[src/core/rxpq_defines.vh]
`ifndef RXPQ_DEFINES_VH
`define RXPQ_DEFINES_VH
// Register offsets
`define RXPQ_OFS_PORT_SEL     8'h4C
`define RXPQ_OFS_POL_CFG      8'h7C
`define RXPQ_OFS_PASS_CTL     8'h7D
`define RXPQ_OFS_RISE_MASK    8'h7E
`define RXPQ_OFS_FALL_MASK    8'h7F
`define RXPQ_OFS_REF_FREQ     8'hA5
`define RXPQ_OFS_RISE_STS     8'h80
`define RXPQ_OFS_FALL_STS     8'h81
`define RXPQ_OFS_PASS_STS     8'h82
// Field positions, polarity config
`define RXPQ_FV_POL_BIT       0
`define RXPQ_LV_POL_BIT       1
`define RXPQ_TRUNC_PAR_BIT    5
// Field positions, pass control
`define RXPQ_DISCARD_EN_BIT   7
`define RXPQ_LINE_CNT_BIT     5
`define RXPQ_LINE_SIZE_BIT    4
`define RXPQ_PAR_MODE_BIT     3
`define RXPQ_WDOG_OFF_BIT     2
`define RXPQ_THRESH_MSB       1
`define RXPQ_THRESH_LSB       0
// Reset values
`define RXPQ_RST_POL_CFG      8'h20
`define RXPQ_RST_PASS_CTL     8'h00
`define RXPQ_RST_MASK         8'h00
`define RXPQ_RST_PORT_SEL     8'h00
// Timing: reference clock measured over a 1 us gate
`define RXPQ_CLK_MHZ          100
`define RXPQ_GATE_NS          1000
`define RXPQ_GATE_CYC         ((`RXPQ_GATE_NS * `RXPQ_CLK_MHZ) / 1000)
`endif

[src/core/rxpq_core.v]
`timescale 1ns/10ps
`include "rxpq_defines.vh"
// Operation
// - Frame-valid polarity bit inverts raw frame valid
// - Discard packets when pass false, if enabled
// - Line count change drops pass, needs threshold
// - Line size change drops pass, needs threshold
// - Parity mode 0: drop pass per error
// - Parity mode 1: hold pass off until threshold
// - Watchdog drops pass without frame end, two frames
// - Watchdog inactive when threshold is zero
// - Threshold zero: pass on receiver lock
// - Nonzero threshold: pass after that many frames
// - Masked rising sensor status edges latch
// - Masked falling sensor status edges latch
// - Per-port register copies chosen by port select
// - Read-only reference frequency in MHz
// - Line-valid polarity bit inverts raw line valid
// - Truncate frame on parity error when enabled
module rxpq_core
#(
  parameter NPORT    = 2,
  parameter DW       = 10,
  parameter FIFO_D   = 8,
  parameter WD_LIMIT = 24'd4000000
)
(
  input  wire              clk,
  input  wire              sys_rst,
  input  wire              ce,
  input  wire [7:0]        reg_addr,
  input  wire [7:0]        reg_wdata,
  input  wire              reg_wr,
  input  wire              reg_rd,
  output reg  [7:0]        reg_rdata,
  input  wire [NPORT-1:0]  rx_lock,
  input  wire [NPORT-1:0]  raw_fv,
  input  wire [NPORT-1:0]  raw_lv,
  input  wire [NPORT-1:0]  parity_err,
  input  wire [NPORT*8-1:0] remote_sensor_status,
  input  wire              ref_tick,
  input  wire [1:0]        pkt_port,
  input  wire [DW-1:0]     pkt_data,
  input  wire              pkt_valid,
  output reg               pkt_ready,
  output reg  [DW-1:0]     fwd_data,
  output reg               fwd_valid,
  input  wire              fwd_ready,
  output reg  [NPORT-1:0]  port_pass,
  output reg  [NPORT-1:0]  frame_truncate
);
  // ************************************************************
  // Register file
  // ************************************************************
  reg  [7:0]  port_sel;             // Port select, bit i opens port i
  reg  [7:0]  pol_cfg    [0:NPORT-1];  // Sync polarity config
  reg  [7:0]  pass_ctl   [0:NPORT-1];  // Pass qualify control
  reg  [7:0]  rise_mask  [0:NPORT-1];  // Rise interrupt mask
  reg  [7:0]  fall_mask  [0:NPORT-1];  // Fall interrupt mask
  reg  [7:0]  rise_sts   [0:NPORT-1];  // Latched rising edges
  reg  [7:0]  fall_sts   [0:NPORT-1];  // Latched falling edges
  reg  [7:0]  sts_prev   [0:NPORT-1];  // Previous sensor status
  reg  [NPORT-1:0] fv_d;            // Delayed frame valid (active high)
  reg  [NPORT-1:0] lv_d;            // Delayed line valid
  reg  [15:0] line_cnt   [0:NPORT-1];  // Lines this frame
  reg  [15:0] line_ref   [0:NPORT-1];  // Lines previous frame
  reg  [15:0] size_cnt   [0:NPORT-1];  // Words this line
  reg  [15:0] size_ref   [0:NPORT-1];  // Words previous line
  reg  [NPORT-1:0] ref_ok;          // Reference sizes captured
  reg  [1:0]  good_cnt   [0:NPORT-1];  // Valid frames counted
  reg  [NPORT-1:0] frame_bad;       // Error inside current frame
  reg  [NPORT-1:0] hold_off;        // Hold set by a fault that sets bad, cleared once threshold is met
  reg  [23:0] wd_cnt     [0:NPORT-1];  // Frame-end watchdog
  wire [7:0]  freq;                 // Reference frequency
  wire        f_in_ready;           // FIFO accepting
  wire [DW-1:0] f_data;             // FIFO output data
  wire        f_valid;              // FIFO output valid
  reg         f_push;               // Push into FIFO
  reg  [7:0]  rd_mux;               // Read data mux
  integer     i;                    // Port loop index
  integer     sel;                  // Lowest selected port

  // Active level of frame valid for a port
  function fv_act;
    input raw;
    input pol;
    begin
      fv_act = pol ? !raw : raw;
    end
  endfunction

  // Lowest selected port for reads
  always @*
  begin
    sel = 0;
    if (!port_sel[0] && port_sel[1])
      sel = 1;
  end

  // ************************************************************
  // Register read
  // ************************************************************
  always @*
  begin
    rd_mux = 8'h00;
    case (reg_addr)
      `RXPQ_OFS_PORT_SEL:  rd_mux = port_sel;
      `RXPQ_OFS_POL_CFG:   rd_mux = pol_cfg[sel];
      `RXPQ_OFS_PASS_CTL:  rd_mux = pass_ctl[sel];
      `RXPQ_OFS_RISE_MASK: rd_mux = rise_mask[sel];
      `RXPQ_OFS_FALL_MASK: rd_mux = fall_mask[sel];
      `RXPQ_OFS_RISE_STS:  rd_mux = rise_sts[sel];
      `RXPQ_OFS_FALL_STS:  rd_mux = fall_sts[sel];
      `RXPQ_OFS_PASS_STS:  rd_mux = {7'h00, port_pass[sel]};
      `RXPQ_OFS_REF_FREQ:  rd_mux = freq;
      default:             rd_mux = 8'h00;
    endcase
  end

  // ************************************************************
  // Per-port qualification and registers
  // ************************************************************
  always @(posedge clk or posedge sys_rst)
  begin
    if (sys_rst)
    begin
      port_sel       <= `RXPQ_RST_PORT_SEL;
      reg_rdata      <= 8'h00;
      port_pass      <= {NPORT{1'b0}};
      frame_truncate <= {NPORT{1'b0}};
      fv_d           <= {NPORT{1'b0}};
      lv_d           <= {NPORT{1'b0}};
      ref_ok         <= {NPORT{1'b0}};
      frame_bad      <= {NPORT{1'b0}};
      hold_off       <= {NPORT{1'b0}};
      for (i = 0; i < NPORT; i = i + 1)
      begin
        pol_cfg[i]   <= `RXPQ_RST_POL_CFG;
        pass_ctl[i]  <= `RXPQ_RST_PASS_CTL;
        rise_mask[i] <= `RXPQ_RST_MASK;
        fall_mask[i] <= `RXPQ_RST_MASK;
        rise_sts[i]  <= 8'h00;
        fall_sts[i]  <= 8'h00;
        sts_prev[i]  <= 8'h00;
        line_cnt[i]  <= 16'h0000;
        line_ref[i]  <= 16'h0000;
        size_cnt[i]  <= 16'h0000;
        size_ref[i]  <= 16'h0000;
        good_cnt[i]  <= 2'b00;
        wd_cnt[i]    <= 24'h000000;
      end
    end
    else if (ce)
    begin
      if (reg_rd)
        reg_rdata <= rd_mux;
      if (reg_wr && reg_addr == `RXPQ_OFS_PORT_SEL)
        port_sel <= reg_wdata;
      for (i = 0; i < NPORT; i = i + 1)
      begin : port_loop
        reg fv;
        reg lv;
        reg fv_end;
        reg lv_end;
        reg bad;
        reg kill;
        reg [7:0] st;
        reg [1:0] th;
        fv     = fv_act(raw_fv[i], pol_cfg[i][`RXPQ_FV_POL_BIT]);
        lv     = fv_act(raw_lv[i], pol_cfg[i][`RXPQ_LV_POL_BIT]);
        fv_end = fv_d[i] && !fv;
        lv_end = lv_d[i] && !lv;
        st     = remote_sensor_status[i*8 +: 8];
        th     = pass_ctl[i][`RXPQ_THRESH_MSB:`RXPQ_THRESH_LSB];
        bad    = 1'b0;
        kill   = 1'b0;
        fv_d[i] <= fv;
        lv_d[i] <= lv;
        // Register writes reach every selected port copy
        if (reg_wr && port_sel[i])
        begin
          case (reg_addr)
            `RXPQ_OFS_POL_CFG:   pol_cfg[i]   <= reg_wdata;
            `RXPQ_OFS_PASS_CTL:  pass_ctl[i]  <= reg_wdata;
            `RXPQ_OFS_RISE_MASK: rise_mask[i] <= reg_wdata;
            `RXPQ_OFS_FALL_MASK: fall_mask[i] <= reg_wdata;
            default:             ;
          endcase
        end
        // Edge latches; new edge wins over clear-on-read
        if (reg_rd && i == sel && reg_addr == `RXPQ_OFS_RISE_STS)
          rise_sts[i] <= st & ~sts_prev[i] & rise_mask[i];
        else
          rise_sts[i] <= rise_sts[i] | (st & ~sts_prev[i] & rise_mask[i]);
        if (reg_rd && i == sel && reg_addr == `RXPQ_OFS_FALL_STS)
          fall_sts[i] <= ~st & sts_prev[i] & fall_mask[i];
        else
          fall_sts[i] <= fall_sts[i] | (~st & sts_prev[i] & fall_mask[i]);
        sts_prev[i] <= st;
        // Line size tracking
        if (lv)
          size_cnt[i] <= size_cnt[i] + 16'h0001;
        if (lv_end)
        begin
          size_cnt[i] <= 16'h0000;
          size_ref[i] <= size_cnt[i];
          line_cnt[i] <= line_cnt[i] + 16'h0001;
          if (ref_ok[i] && pass_ctl[i][`RXPQ_LINE_SIZE_BIT] && size_cnt[i] != size_ref[i])
            bad = 1'b1;
        end
        // Parity error handling
        frame_truncate[i] <= parity_err[i] && pol_cfg[i][`RXPQ_TRUNC_PAR_BIT] && fv;
        if (parity_err[i])
        begin
          kill = 1'b1;
          if (pass_ctl[i][`RXPQ_PAR_MODE_BIT])
            bad = 1'b1;
        end
        // Frame end: line count check and watchdog restart
        if (fv_end)
        begin
          line_cnt[i] <= 16'h0000;
          line_ref[i] <= line_cnt[i];
          ref_ok[i]   <= 1'b1;
          wd_cnt[i]   <= 24'h000000;
          if (ref_ok[i] && pass_ctl[i][`RXPQ_LINE_CNT_BIT] && line_cnt[i] != line_ref[i])
            bad = 1'b1;
        end
        else if (rx_lock[i] && wd_cnt[i] != WD_LIMIT)
          wd_cnt[i] <= wd_cnt[i] + 24'h000001;
        // Watchdog, ignored at threshold zero
        if (!pass_ctl[i][`RXPQ_WDOG_OFF_BIT] && th != 2'b00 && wd_cnt[i] == WD_LIMIT)
          bad = 1'b1;
        // Pass decision
        if (!rx_lock[i])
        begin
          port_pass[i] <= 1'b0;
          good_cnt[i]  <= 2'b00;
          hold_off[i]  <= 1'b0;
          frame_bad[i] <= 1'b0;
        end
        else if (th == 2'b00)
          port_pass[i] <= !kill;
        else if (bad)
        begin
          port_pass[i] <= 1'b0;
          good_cnt[i]  <= 2'b00;
          hold_off[i]  <= 1'b1;
          frame_bad[i] <= fv;  // Only a fault inside a frame spoils that frame
        end
        else
        begin
          if (fv_end)
          begin
            frame_bad[i] <= 1'b0;
            if (!frame_bad[i] && good_cnt[i] != 2'b11)
              good_cnt[i] <= good_cnt[i] + 2'b01;
          end
          if (!hold_off[i] && good_cnt[i] >= th)
            port_pass[i] <= !kill;
          else if (good_cnt[i] >= th)
          begin
            hold_off[i]  <= 1'b0;
            port_pass[i] <= !kill;
          end
          else
            port_pass[i] <= 1'b0;
          if (kill && fv)
            frame_bad[i] <= 1'b1;
        end
      end
    end
  end

  // ************************************************************
  // Packet path: discard while not passing
  // ************************************************************
  always @*
  begin
    f_push = 1'b0;
    if (pkt_valid && pkt_ready)
      f_push = !pass_ctl[pkt_port[0]][`RXPQ_DISCARD_EN_BIT] || port_pass[pkt_port[0]];
  end

  // Registered handshakes to the outside
  always @(posedge clk or posedge sys_rst)
  begin
    if (sys_rst)
    begin
      pkt_ready <= 1'b0;
      fwd_data  <= {DW{1'b0}};
      fwd_valid <= 1'b0;
    end
    else if (ce)
    begin
      pkt_ready <= f_in_ready;
      if (!fwd_valid || fwd_ready)
      begin
        fwd_valid <= f_valid;
        fwd_data  <= f_data;
      end
    end
  end

  rxpq_fifo #(.WIDTH(DW), .DEPTH(FIFO_D), .AW(3)) u_fifo
  (
    .clk       (clk),
    .sys_rst   (sys_rst),
    .ce        (ce),
    .in_data   (pkt_data),
    .in_valid  (f_push && pkt_ready),
    .in_ready  (f_in_ready),
    .out_data  (f_data),
    .out_valid (f_valid),
    .out_ready (!fwd_valid || fwd_ready)
  );

  rxpq_refclk_meter u_meter
  (
    .clk              (clk),
    .sys_rst          (sys_rst),
    .ce               (ce),
    .ref_tick         (ref_tick),
    .ref_freq_measure (freq)
  );
endmodule // rxpq_core

[src/core/rxpq_fifo.v]
`timescale 1ns/10ps
// ************************************************************
// Packet word FIFO
// ************************************************************
module rxpq_fifo
#(
  parameter WIDTH = 10,
  parameter DEPTH = 8,
  parameter AW    = 3
)
(
  input  wire             clk,
  input  wire             sys_rst,
  input  wire             ce,
  input  wire [WIDTH-1:0] in_data,
  input  wire             in_valid,
  output wire             in_ready,
  output reg  [WIDTH-1:0] out_data,
  output reg              out_valid,
  input  wire             out_ready
);
  reg [WIDTH-1:0] mem [0:DEPTH-1];  // Storage
  reg [AW:0]      wr_ptr;           // Write pointer
  reg [AW:0]      rd_ptr;           // Read pointer
  wire            full;             // No room
  wire            empty;            // Nothing stored
  wire            pop;              // Move a word to the output register
  wire [AW:0]     used;             // Words held in storage
  assign full     = (wr_ptr[AW] != rd_ptr[AW]) && (wr_ptr[AW-1:0] == rd_ptr[AW-1:0]);
  assign empty    = (wr_ptr == rd_ptr);
  assign used     = wr_ptr - rd_ptr;
  // Keep one slot spare so a ready registered one cycle late never overfills
  assign in_ready = (used < (DEPTH[AW:0] - {{AW{1'b0}}, 1'b1}));
  assign pop      = !empty && (!out_valid || out_ready);
  // Storage write
  always @(posedge clk)
  begin
    if (ce && in_valid && !full)
      mem[wr_ptr[AW-1:0]] <= in_data;
  end
  // Pointers and registered output
  always @(posedge clk or posedge sys_rst)
  begin
    if (sys_rst)
    begin
      wr_ptr    <= {(AW+1){1'b0}};
      rd_ptr    <= {(AW+1){1'b0}};
      out_data  <= {WIDTH{1'b0}};
      out_valid <= 1'b0;
    end
    else if (ce)
    begin
      if (in_valid && !full)
        wr_ptr <= wr_ptr + 1'b1;
      if (pop)
      begin
        out_data  <= mem[rd_ptr[AW-1:0]];
        out_valid <= 1'b1;
        rd_ptr    <= rd_ptr + 1'b1;
      end
      else if (out_ready)
        out_valid <= 1'b0;
    end
  end
endmodule // rxpq_fifo

[src/core/rxpq_refclk_meter.v]
`timescale 1ns/10ps
`include "rxpq_defines.vh"
// ************************************************************
// Reference clock frequency meter
// ************************************************************
module rxpq_refclk_meter
#(
  parameter GATE_CYC = `RXPQ_GATE_CYC
)
(
  input  wire       clk,
  input  wire       sys_rst,
  input  wire       ce,
  input  wire       ref_tick,
  output reg  [7:0] ref_freq_measure
);
  reg [15:0] gate_cnt;  // Gate window counter
  reg [7:0]  edge_cnt;  // Reference edges within gate
  // Count edges over 1 us; result is MHz, not synchronised to reads
  always @(posedge clk or posedge sys_rst)
  begin
    if (sys_rst)
    begin
      gate_cnt         <= 16'h0000;
      edge_cnt         <= 8'h00;
      ref_freq_measure <= 8'h00;
    end
    else if (ce)
    begin
      if (gate_cnt == GATE_CYC[15:0] - 16'h0001)
      begin
        gate_cnt         <= 16'h0000;
        ref_freq_measure <= edge_cnt + {7'h00, ref_tick};
        edge_cnt         <= 8'h00;
      end
      else
      begin
        gate_cnt <= gate_cnt + 16'h0001;
        if (ref_tick && edge_cnt != 8'hFF)
          edge_cnt <= edge_cnt + 8'h01;
      end
    end
  end
endmodule // rxpq_refclk_meter

[config.mk]
export PLATFORM = sky130hd
export DESIGN_NAME = rxpq_core
export DESIGN_NICKNAME = d
export VERILOG_FILES = /design/src/core/rxpq_core.v /design/src/core/rxpq_fifo.v /design/src/core/rxpq_refclk_meter.v
export VERILOG_INCLUDE_DIRS = /design/src /design/src/core
export SDC_FILE = /design/constraint.sdc
export NUM_CORES = 1
export LEC_CHECK = 0
export BUFFER_PORTS_ARGS = -buffer_cell sky130_fd_sc_hd__buf_4
export CAP_MARGIN = 20
export CORE_ASPECT_RATIO = 0.6
export CORE_MARGIN = 2
export CORE_UTILIZATION = 45
export CTS_CLUSTER_DIAMETER = 150
export CTS_CLUSTER_SIZE = 20
export DETAILED_ROUTE_END_ITERATION = 10
export SETUP_SLACK_MARGIN = 0.2
export SLEW_MARGIN = 5
export SYNTH_ARGS = -nofsm -noshare
export SYNTH_HDL_FRONTEND = slang
export SYNTH_SLANG_ARGS = --single-unit
[constraint.sdc]
create_clock -name clk -period 40 [get_ports clk]
set_input_delay 12 -clock clk [delete_from_list [all_inputs] [get_ports clk]]
set_output_delay 12 -clock clk [all_outputs]
set_load 0.005 [all_outputs]
==> key figures, run 1 <==
Run status
  • Result of the run: finished clean

Route
  • Total met3 wirelength after detailed routing: 2400 um
  • Uppermost layer routed: met4
  • Via density per instance: 5.54
  • Final wirelength: 50500 um
  • Length of routed wiring on met1: 25600 um
  • Wire length per cell after detailed routing: 19.0 um
  • Number of nets still failing antenna checks after routing: 0
  • Router iterations before antenna repair: 5
  • DRC marker count from the first detailed-route iteration: 1364
  • Vias: 14800
  • DRC violation count after routing: 0
  • Routed met2 length: 21700 um

Yosys
  • Proportion of synthesized chip area in sequential cells: 0.556
  • Cell area after technology mapping: 21500 um2
  • Netlist cell types: 78
  • Syn_nets: 2040
  • Primary flip-flop cell chosen by synthesis mapping: dfrtp_1
  • Share of the synthesized area in the top cell type: 0.442
  • Number of synthesis warnings: 0
  • Mapped Avg Cell Area: 11.0 um2
  • Number of synthesized flops with an enable pin: 80
  • Cell count after synthesis: 1956
  • Flip-flop and latch count after synthesis: 463
  • Post-synthesis cell type with the largest combined area: dfrtp_1
  • Leading cell types by total area after synthesis: dfrtp_1 (44%), edfxtp_1 (11%), nand2_1 (6.7%), mux2_2 (5.3%), xor2_1 (5.0%)
  • Share of synthesized flip-flops with an asynchronous set or reset: 0.827

Global route
  • GRT Total Usage: 0.207
  • Wire length of the first global-routing pass: 82300 um
  • Initial antenna violation count: 1
  • Overall overflow remaining after global route: 0
  • Maximum number of pins on one net before global-route repair: 116
  • Vias in the first global route: 14400

Clock network
  • Clk buf depth: 3
  • H-tree depth: 1
  • Library cell used as clock root buffer: clkbuf_16
  • Cts bufs inserted: 27
  • Skew-Pair Late Insertion Delay: 590 ps
  • Setup bufs post-CTS: 0
  • CTS Hold Bufs: 0
  • Clock edge transition at the registers on the reported setup and hold paths: 90 ps
  • TritonCTS clock tree: built
  • Resized cells post-CTS: 0
  • Clock net sink count: 463

Final layout
  • Number of standard cells in the final layout excluding fillers: 2662
  • Most common cell after layout, fill and taps aside: nand2_1
  • Most frequent cells in the layout: nand2_1 (384), dfrtp_1 (381), nor2_1 (129)
  • Sequential Area: 12000 um2
  • Proportion of layout cells with a drive suffix above 1: 0.146
  • Number of antenna diodes: 0
  • Area added between synthesis and finish: 9.83%
  • Multi-input gate area: 9120 um2
  • Final nets: 2091
  • Count of filler cells inserted in the layout: 4289

Power and ir drop
  • Total power after layout: 1.02 mW
  • Leakage power summed over all cells: 10.6 nW
  • Combinational fraction of design power: 0.179
  • Fraction of power consumed by the clock network: 0.282
  • Cell-internal power: 0.727 mW
  • Switching power total: 0.292 mW
  • Pwr Density: 43.1 nW/um2
  • Sequential group share of total power: 0.538
  • Proportion of total power due to net switching: 0.286
  • Worst vdd rail ir drop: 0.0332 mV

Timing
  • Skew final: 18.6 ps
  • Worst hold-check slack: 473 ps
  • Total Neg Setup Slack: 0 ps
  • Final max-slew violation count: 0
  • Setup Viol. Count Final: 0
  • Worst slew margin: 0.292
  • Final setup margin: 25360 ps
  • Final Hold Fails: 0
  • Tightest Pin Transition: 1060 ps
  • Setup repair after global routing missed its margin: false
  • Minimum clock period after layout: 14640 ps
  • Max Clk Rate: 68.3 MHz
  • Fraction of the cycle the final worst path needs: 0.366

Placement
  • Number of placed instances with taps included: 2612
  • Sum of net half-perimeters after detailed placement: 34200 um
  • Input/output buffers: 82
  • RePlAce Congestion: 0.830
  • Worst slack, placed: 24580 ps

Die
  • Core Box Area: 47600 um2
  • Vertical extent of the die: 173 um
  • Die X: 286 um
  • Die footprint: 49700 um2
  • Top Ports: 84
  • Effective utilization at floorplan: 0.453
  • Cell row count: 62

Setup path
  • Worst reg2reg startpoint: u_fifo.rd_ptr[2]$_DFFE_PP0P_
  • Required arrival time at the worst endpoint: 40220 ps
  • Startpoint class of the critical path: primary input
  • Critical path class: in -> reg
  • Endpoint type of the worst setup path: flop
  • Startpoint of the most critical setup path: ce
  • Arrival time reported for the critical path endpoint: 14850 ps
  • Largest fanout of any net on the critical path: 50

Min path
  • Hold/Removal Path Class: reg -> reg
  • Launch point of the worst hold path: sts_prev[15]$_DFFE_PP0P_

Job
  • Max-cap violation count: 0
## flip-flops by register name, summed over array words and instances (netlist names), 32 cells and up
register	cells
wd_cnt	48
line_ref	32
line_cnt	32
size_ref	32
u_fifo.mem	80
size_cnt	32
## worst max-delay path: stages
cell and delay (ps):
buf_4 350, buf_4 540, nand3_1 190, a311oi_1 410, o21a_1 330, nand2_1 150, nor2_1 820
## path summary, 6_finish.rpt
path | slack, ps | endpoint | cells after the start
max | 25360 | u_fifo.mem[3][2]$_DFFE_PP_ | 7
min | 470 | rise_sts[15]$_DFFE_PP0P_ | 1
max reg2reg | 36930 | u_fifo.mem[3][2]$_DFFE_PP_ | 6
max in group asynchronous | 27120 | pol_cfg[13]$_DFFE_PP1P_ | 4
min in group asynchronous | 11490 | fwd_data[2]$_DFFE_PP0P_ | 2
min reg2reg | 470 | rise_sts[15]$_DFFE_PP0P_ | 1
## cell families (layout without fill, tap and decap cells)
logic type               count (synthesis)  after routing  synth area share
AO/OA/AOI/OAI                          220            220            0.0711
AND/OR/NAND/NOR                        799            799             0.174
flip-flops                             463            463             0.556
XOR/XNOR                               185            185            0.0759
buffers and inverters                  116            182            0.0214
multiplexers                           149            149            0.0873
adder cells (fa/ha/maj)                 24             24            0.0143
## stage by stage
step / util / instance area (um2)
floorplan: - / 21500
global placement: 0.479 / 22800
detailed placement: 0.479 / 22800
CTS: 0.496 / 23600
global route: 0.498 / 23700
finish: 0.498 / 23700
## power groups by stage
stage / combinational (mW) / sequential (mW) / clock, mW
after CTS: 0.184 / 0.549 / 0.298
after global placement: 0.178 / 0.557 / 0
after floorplan: 0.129 / 0.549 / 0
after global routing: 0.205 / 0.556 / 0.314
after detailed placement: 0.184 / 0.558 / 0
final: 0.183 / 0.549 / 0.288
## area by class of cell
cell class | instances | area share
flip-flops and latches | 463 | 0.507
multi-input cells | 1377 | 0.385
repair buffers | 109 | 0.0368
well taps | 640 | 0.0338
clock buffers | 42 | 0.0309
inverters | 29 | 0.00492
clock inverters | 2 | 0.00169
## synthesized netlist by cell type (4+ instances only)
master       n
xor2_1     124
nor2_2       9
and4_1       7
nand3_1     59
clkbuf_1    53
nand2b_1    10
mux2i_1     27
nor2b_1      4
buf_1       18
a22o_1      15
nand4_1     51
buf_2       15
dfrtp_1    381
nor2_1     130
o22ai_1      8
mux2_2     101
nor4bb_1     4
a41o_1       4
o31ai_1     24
xnor2_1     59
and3_1      24
nand4b_1    17
mux4_2      21
edfxtp_1    80
a21o_1       4
o21ai_0     57
nand2_1    384
a21oi_1     40
o2bb2ai_1    7
a32o_1       7
ha_1        23
or3_1       24
nor4_1      24
a221oi_1    14
nor3b_1      4
inv_1       28
and2_1       9
or2_2        4
nor3_1      18
a2111oi_0    8
## metal layers
layer	up-vias	GRT usage
met5	-	0
met4	0	0.0338
met3	46	0.0278
met2	311	0.305
met1	7409	0.330
li1	6989	-
Power figures use the tool's default switching activity.
==> inputs of run 2 (changes only) <==
--- a/config.mk
+++ b/config.mk
@@ -6,6 +6,7 @@
 export SDC_FILE = /design/constraint.sdc
 export NUM_CORES = 1
 export LEC_CHECK = 0
+export ABC_AREA = 1
 export BUFFER_PORTS_ARGS = -buffer_cell sky130_fd_sc_hd__buf_4
 export CAP_MARGIN = 20
 export CORE_ASPECT_RATIO = 0.6
==> constraint.sdc (replaced) <==
create_clock -name clk -period 13.7 [get_ports clk]
set_input_delay 4.11 -clock clk [delete_from_list [all_inputs] [get_ports clk]]
set_output_delay 4.11 -clock clk [all_outputs]
set_load 0.005 [all_outputs]
==> run 2 against run 1 <==
  * Clock skew is 3.4 ps higher
  * Combinational power grew to 3.5 times the previous value
  * Global-route usage is 1.7 points higher
  * Sequential cell count stayed put
  * Design area is 5.9% higher
  * First-iteration DRC count is 29% higher
  * Sequential power grew to 3.0 times the previous value
  * Final cell count is 34% higher
  * Synthesized cell count is 44% higher
  * Via count is 27% higher
  * Worst setup slack worse by 18000 ps
  * Register-to-register slack worse by 26000 ps
  * Critical path type unchanged
==> key figures, run 2 <==
Min path
  • Hold/Removal Path Class: reg -> reg

Clock network
  • Clock edge transition at the registers on the reported setup and hold paths: 90 ps
  • TritonCTS clock tree: built
  • Setup bufs post-CTS: 0
  • Library cell used as clock root buffer: clkbuf_16
  • Skew-Pair Late Insertion Delay: 610 ps
  • Clk buf depth: 3
  • Resized cells post-CTS: 0
  • Clock net sink count: 463
  • CTS Hold Bufs: 0
  • Cts bufs inserted: 27
  • H-tree depth: 1

Route
  • DRC marker count from the first detailed-route iteration: 1754
  • Router iterations before antenna repair: 6
  • Via density per instance: 5.24
  • Vias: 18800
  • Number of nets still failing antenna checks after routing: 0
  • Wire length per cell after detailed routing: 16.3 um
  • DRC violation count after routing: 0
  • Final wirelength: 58400 um

Yosys
  • Number of synthesis warnings: 0
  • Cell count after synthesis: 2822
  • Number of synthesized flops with an enable pin: 80
  • Leading cell types by total area after synthesis: dfrtp_1 (42%), nand2_1 (14%), edfxtp_1 (10%), o21ai_0 (6.6%), inv_1 (5.6%)
  • Cell area after technology mapping: 22900 um2
  • Share of the synthesized area in the top cell type: 0.416
  • Flip-flop and latch count after synthesis: 463
  • Syn_nets: 2906
  • Top-count cell post-synth: nand2_1
  • Commonest cells in the synthesized netlist: nand2_1 (825), dfrtp_1 (381), inv_1 (344), o21ai_0 (304), nor2_1 (239)
  • Mapped Avg Cell Area: 8.12 um2
  • Post-synthesis cell type with the largest combined area: dfrtp_1
  • Primary flip-flop cell chosen by synthesis mapping: dfrtp_1
  • Proportion of synthesized chip area in sequential cells: 0.524
  • Share of synthesized flip-flops with an asynchronous set or reset: 0.827
  • Netlist cell types: 61

Die
  • Effective utilization at floorplan: 0.460
  • Die X: 295 um
  • Vertical extent of the die: 179 um
  • Die footprint: 52800 um2
  • Core Box Area: 49800 um2
  • Top Ports: 84
  • Cell row count: 63

Final layout
  • Number of flip-flops under the largest register name: 80
  • Count of filler cells inserted in the layout: 4768
  • Area added between synthesis and finish: 9.47%
  • Number of antenna diodes: 0
  • Most frequent cells in the layout: nand2_1 (824), dfrtp_1 (381), inv_1 (343)
  • Most common cell after layout, fill and taps aside: nand2_1
  • Util after Layout: 0.503
  • Final nets: 2963
  • Proportion of layout cells with a drive suffix above 1: 0.0725

Power and ir drop
  • Pwr Density: 125 nW/um2
  • Leakage power summed over all cells: 11.5 nW
  • Total power after layout: 3.13 mW
  • Worst vdd rail ir drop: 0.104 mV

Global route
  • Maximum number of pins on one net before global-route repair: 183
  • GRT Total Usage: 0.224
  • Overall overflow remaining after global route: 0
  • Initial antenna violation count: 0
  • Vias in the first global route: 17700
  • Wire length of the first global-routing pass: 94400 um

Placement
  • RePlAce Congestion: 0.903
  • Input/output buffers: 82
  • Worst slack, placed: 6620 ps
  • Sum of net half-perimeters after detailed placement: 41000 um

Timing
  • Setup repair after global routing missed its margin: false
  • Fraction of the cycle the final worst path needs: 0.451
  • Total Neg Setup Slack: 0 ps
  • Skew final: 22.1 ps
  • Final Hold Fails: 0
  • Worst slew margin: 0.268
  • Setup Viol. Count Final: 0
  • Final setup margin: 7530 ps
  • Minimum clock period after layout: 6170 ps
  • Final max-slew violation count: 0
  • Max Clk Rate: 162 MHz
  • Tightest Pin Transition: 1100 ps
  • Worst hold-check slack: 488 ps

Job
  • Max-cap violation count: 0

Setup path
  • Largest fanout of any net on the critical path: 25
  • Startpoint class of the critical path: primary input
  • Required arrival time at the worst endpoint: 14220 ps
  • Critical path class: in -> reg
  • Arrival time reported for the critical path endpoint: 6700 ps
  • Endpoint type of the worst setup path: flop

Run status
  • Result of the run: finished clean
==> run 2: changes by cell type after synthesis, sizes merged, moves of 26 or more <==
cell and change:
inv +327, xor2 -83, a21oi +36, o21ai +259, mux2 -101, xnor2 -57, mux2i -26, nand3 +61
nor3 +46, nor2 +119, nand2 +452
==> run 2: cells by family after synthesis <==
kind of cell / Yosys count / synth area share
simple gates: 1361 / 0.254
flops: 463 / 0.524
fa+ha+maj: 24 / 0.0134
xor+xnor: 45 / 0.0172
mux: 1 / 0.000437
buf+inv: 435 / 0.0735
compound gates: 493 / 0.118
==> run 2: critical path, stage by stage <==
cell and delay (ps):
buf_4 120, buf_4 300, nand2_1 180, nor2_2 710, buf_4 380, inv_2 200, nor2_1 180, inv_1 90
nor2_1 150, a21oi_1 80, a211oi_1 150
==> run 2: layer usage <==
layer / track usage / share of wire / up-vias
met5: 0 / 0 / -
li1: - / - / 9252
met2: 0.333 / 0.42 / 479
met3: 0.0279 / 0.059 / 59
met1: 0.350 / 0.50 / 8971
met4: 0.0436 / 0.018 / 0
==> run 2: per-stage QoR <==
step | std cells | instance area (um2)
global route | 3577 | 25100
finish | 3577 | 25100
floorplan | 2822 | 22900
CTS | 3572 | 25000
detailed placement | 3527 | 24200
global placement | 3524 | 24200
==> run 2: path summary, 6_finish.rpt <==
kind | to | slack [ps] | from | cells past startpoint
worst max-delay path | line_cnt[21]$_DFFE_PP0P_ | 7530 | ce | 11
worst min-delay path | reg_rdata[7]$_DFFE_PP0P_ | 490 | reg_rdata[7]$_DFFE_PP0P_ | 2
worst max register to register | u_fifo.mem[6][4]$_DFFE_PP_ | 10460 | u_fifo.rd_ptr[2]$_DFFE_PP0P_ | 8
worst min register to register | reg_rdata[7]$_DFFE_PP0P_ | 490 | reg_rdata[7]$_DFFE_PP0P_ | 2
max in group asynchronous | pass_ctl[6]$_DFFE_PP0P_ | 7910 | sys_rst | 6
min in group asynchronous | u_meter.gate_cnt[13]$_DFFE_PP0P_ | 3750 | sys_rst | 3
==> run 2: cell type report <==
class / instances / area [um2] / share of cell area
Sequential cell: 463 / 12000 / 0.478
Multi-Input combinational cell: 1924 / 9230 / 0.368
Inverter: 356 / 1340 / 0.0536
Timing Repair Buffer: 107 / 876 / 0.0349
Tap cell: 682 / 853 / 0.0340
Clock buffer: 43 / 736 / 0.0293
Clock inverter: 2 / 40.0 / 0.00160
==> run 2: power by group <==
group	total [mW]	internal, mW	leakage [nW]	switching, mW
logic	0.647	0.228	5.39	0.419
clock network	0.858	0.376	0.371	0.482
registers	1.63	1.52	5.71	0.106
==> inputs of run 3 (changes only) <==
==> constraint.sdc (replaced) <==
create_clock -name clk -period 5.82 [get_ports clk]
set_input_delay 1.746 -clock clk [delete_from_list [all_inputs] [get_ports clk]]
set_output_delay 1.746 -clock clk [all_outputs]
set_load 0.005 [all_outputs]
==> run 3 against run 2 <==
  * Die area did not move
  * Sequential share of layout area up 0.065 points
  * Hold slack improved by 0.85 ps
  * Design area down 0.13%
  * Worst setup slack worse by 5300 ps
  * Wire length increased by 0.46%
  * Non-clock buffer count shrank 3
  * Sequential cell count unchanged
  * Via count about the same
  * Count of clock-buffer cells in the layout is the same
  * Largest cell class unchanged
  * Largest power group unchanged
==> key figures, run 3 (synthesized netlist as in run 2, its figures left out) <==
Clock network
  • Resized cells post-CTS: 0
  • TritonCTS clock tree: built
  • Clk buf depth: 3
  • CTS Hold Bufs: 0
  • Skew-Pair Late Insertion Delay: 600 ps
  • Library cell used as clock root buffer: clkbuf_16
  • Setup bufs post-CTS: 0
  • Clock net sink count: 463
  • H-tree depth: 1
  • Cts bufs inserted: 27
  • Clock edge transition at the registers on the reported setup and hold paths: 80 ps

Min path
  • Hold/Removal Path Class: reg -> reg
  • Worst hold path cell count: 2

Timing
  • Fraction of the cycle the final worst path needs: 0.614
  • Setup Viol. Count Final: 0
  • Minimum clock period after layout: 3570 ps
  • Total Neg Setup Slack: 0 ps
  • Skew final: 18.4 ps
  • Worst slew margin: 0.254
  • Final Hold Fails: 0
  • Worst hold-check slack: 489 ps
  • Tightest Pin Transition: 1120 ps
  • Setup repair after global routing missed its margin: false
  • Max Clk Rate: 280 MHz
  • Final max-slew violation count: 0

Setup path
  • Largest fanout of any net on the critical path: 31
  • Arrival time reported for the critical path endpoint: 3790 ps
  • Startpoint class of the critical path: primary input
  • Required arrival time at the worst endpoint: 6040 ps
  • Critical path class: in -> reg
  • Endpoint type of the worst setup path: flop
  • Worst reg2reg path depth: 7

Route
  • Wire length per cell after detailed routing: 16.4 um
  • Final wirelength: 58700 um
  • Router iterations before antenna repair: 5
  • Number of nets still failing antenna checks after routing: 0
  • Via density per instance: 5.25
  • Vias: 18800
  • DRC violation count after routing: 0
  • DRC marker count from the first detailed-route iteration: 1910

Global route
  • Vias in the first global route: 17600
  • Overall overflow remaining after global route: 0
  • GRT Total Usage: 0.227
  • Maximum number of pins on one net before global-route repair: 93
  • Wire length of the first global-routing pass: 95500 um
  • Initial antenna violation count: 0

Final layout
  • Count of filler cells inserted in the layout: 4793
  • Number of standard cells in the final layout excluding fillers: 3574
  • Area added between synthesis and finish: 9.33%
  • Multi-input gate area: 9230 um2
  • Sequential Area: 12000 um2
  • Most common cell after layout, fill and taps aside: nand2_1
  • Number of flip-flops under the largest register name: 80
  • Final nets: 2960
  • Most frequent cells in the layout: nand2_1 (824), dfrtp_1 (381), inv_1 (343)
  • Proportion of layout cells with a drive suffix above 1: 0.0716
  • Number of antenna diodes: 0

Run status
  • Result of the run: finished clean

Placement
  • Input/output buffers: 82
  • Sum of net half-perimeters after detailed placement: 41400 um
  • Number of placed instances with taps included: 3528
  • RePlAce Congestion: 0.926

Die
  • Effective utilization at floorplan: 0.460
  • Vertical extent of the die: 179 um
  • Die footprint: 52800 um2
  • Die X: 295 um
  • Cell row count: 63
  • Core Box Area: 49800 um2
  • Top Ports: 84

Power and ir drop
  • Leakage power summed over all cells: 11.5 nW
  • Pwr Density: 295 nW/um2
  • Worst vdd rail ir drop: 0.237 mV
  • Total power after layout: 7.39 mW

Job
  • Max-cap violation count: 0
==> run 3: cell types whose count changed in the layout (fill, tap and decap cells not counted) <==
| cell | previous run | this run |
|---|---|---|
| buf_12 | 2 | 3 |
| buf_4 | 101 | 99 |
| buf_16 | 2 | 1 |
| buf_6 | 2 | 1 |
==> run 3: cell type report <==
class,instances,area share
clock buffer,43,0.0294
clock inverter,2,0.00160
inverter,356,0.0536
multi-input combinational,1924,0.369
sequential,463,0.479
tap,682,0.0341
timing repair buffer,104,0.0336
==> run 3: worst paths after layout <==
| path | from | to | slack [ps] |
|---|---|---|---|
| max | ce | u_fifo.mem[4][5]$_DFFE_PP_ | 2250 |
| min | reg_rdata[0]$_DFFE_PP0P_ | reg_rdata[0]$_DFFE_PP0P_ | 490 |
| max reg2reg | u_fifo.rd_ptr[2]$_DFFE_PP0P_ | u_fifo.mem[4][5]$_DFFE_PP_ | 2460 |
| min reg2reg | reg_rdata[0]$_DFFE_PP0P_ | reg_rdata[0]$_DFFE_PP0P_ | 490 |
| max in group asynchronous | sys_rst | u_meter.edge_cnt[3]$_DFFE_PP0P_ | 3240 |
| min in group asynchronous | sys_rst | reg_rdata[7]$_DFFE_PP0P_ | 1340 |
==> run 3: power by group <==
part | total [mW] | internal, mW | switching [mW]
clock network | 2.01 | 0.885 | 1.12
logic | 1.53 | 0.535 | 0.997
registers | 3.85 | 3.59 | 0.257
==> run 3: through the flow <==
step           setup WS [ps]  utilization  cell area (um2)
2_1_floorplan          -1070            -            22900
3_3_place_gp            1600        0.486            24200
3_5_place_dp            1650        0.486            24200
4_1_cts                 2290        0.502            25000
5_1_grt                 2040        0.503            25000
6_report                2250        0.503            25000
==> run 3: worst max-delay path: stages <==
cell	delay, ps
buf_4	370
inv_2	60
nor2_1	100
o311ai_1	160
nor2_1	260
nand2_1	180
nor2_1	880
==> run 3: per-layer routing <==
layer / track usage / vias to the layer above / share of wire
li1: - / 9256 / -
met1: 0.359 / 8969 / 0.51
met2: 0.334 / 470 / 0.42
met3: 0.0267 / 62 / 0.052
met4: 0.0402 / 0 / 0.017
met5: 0 / - / 0
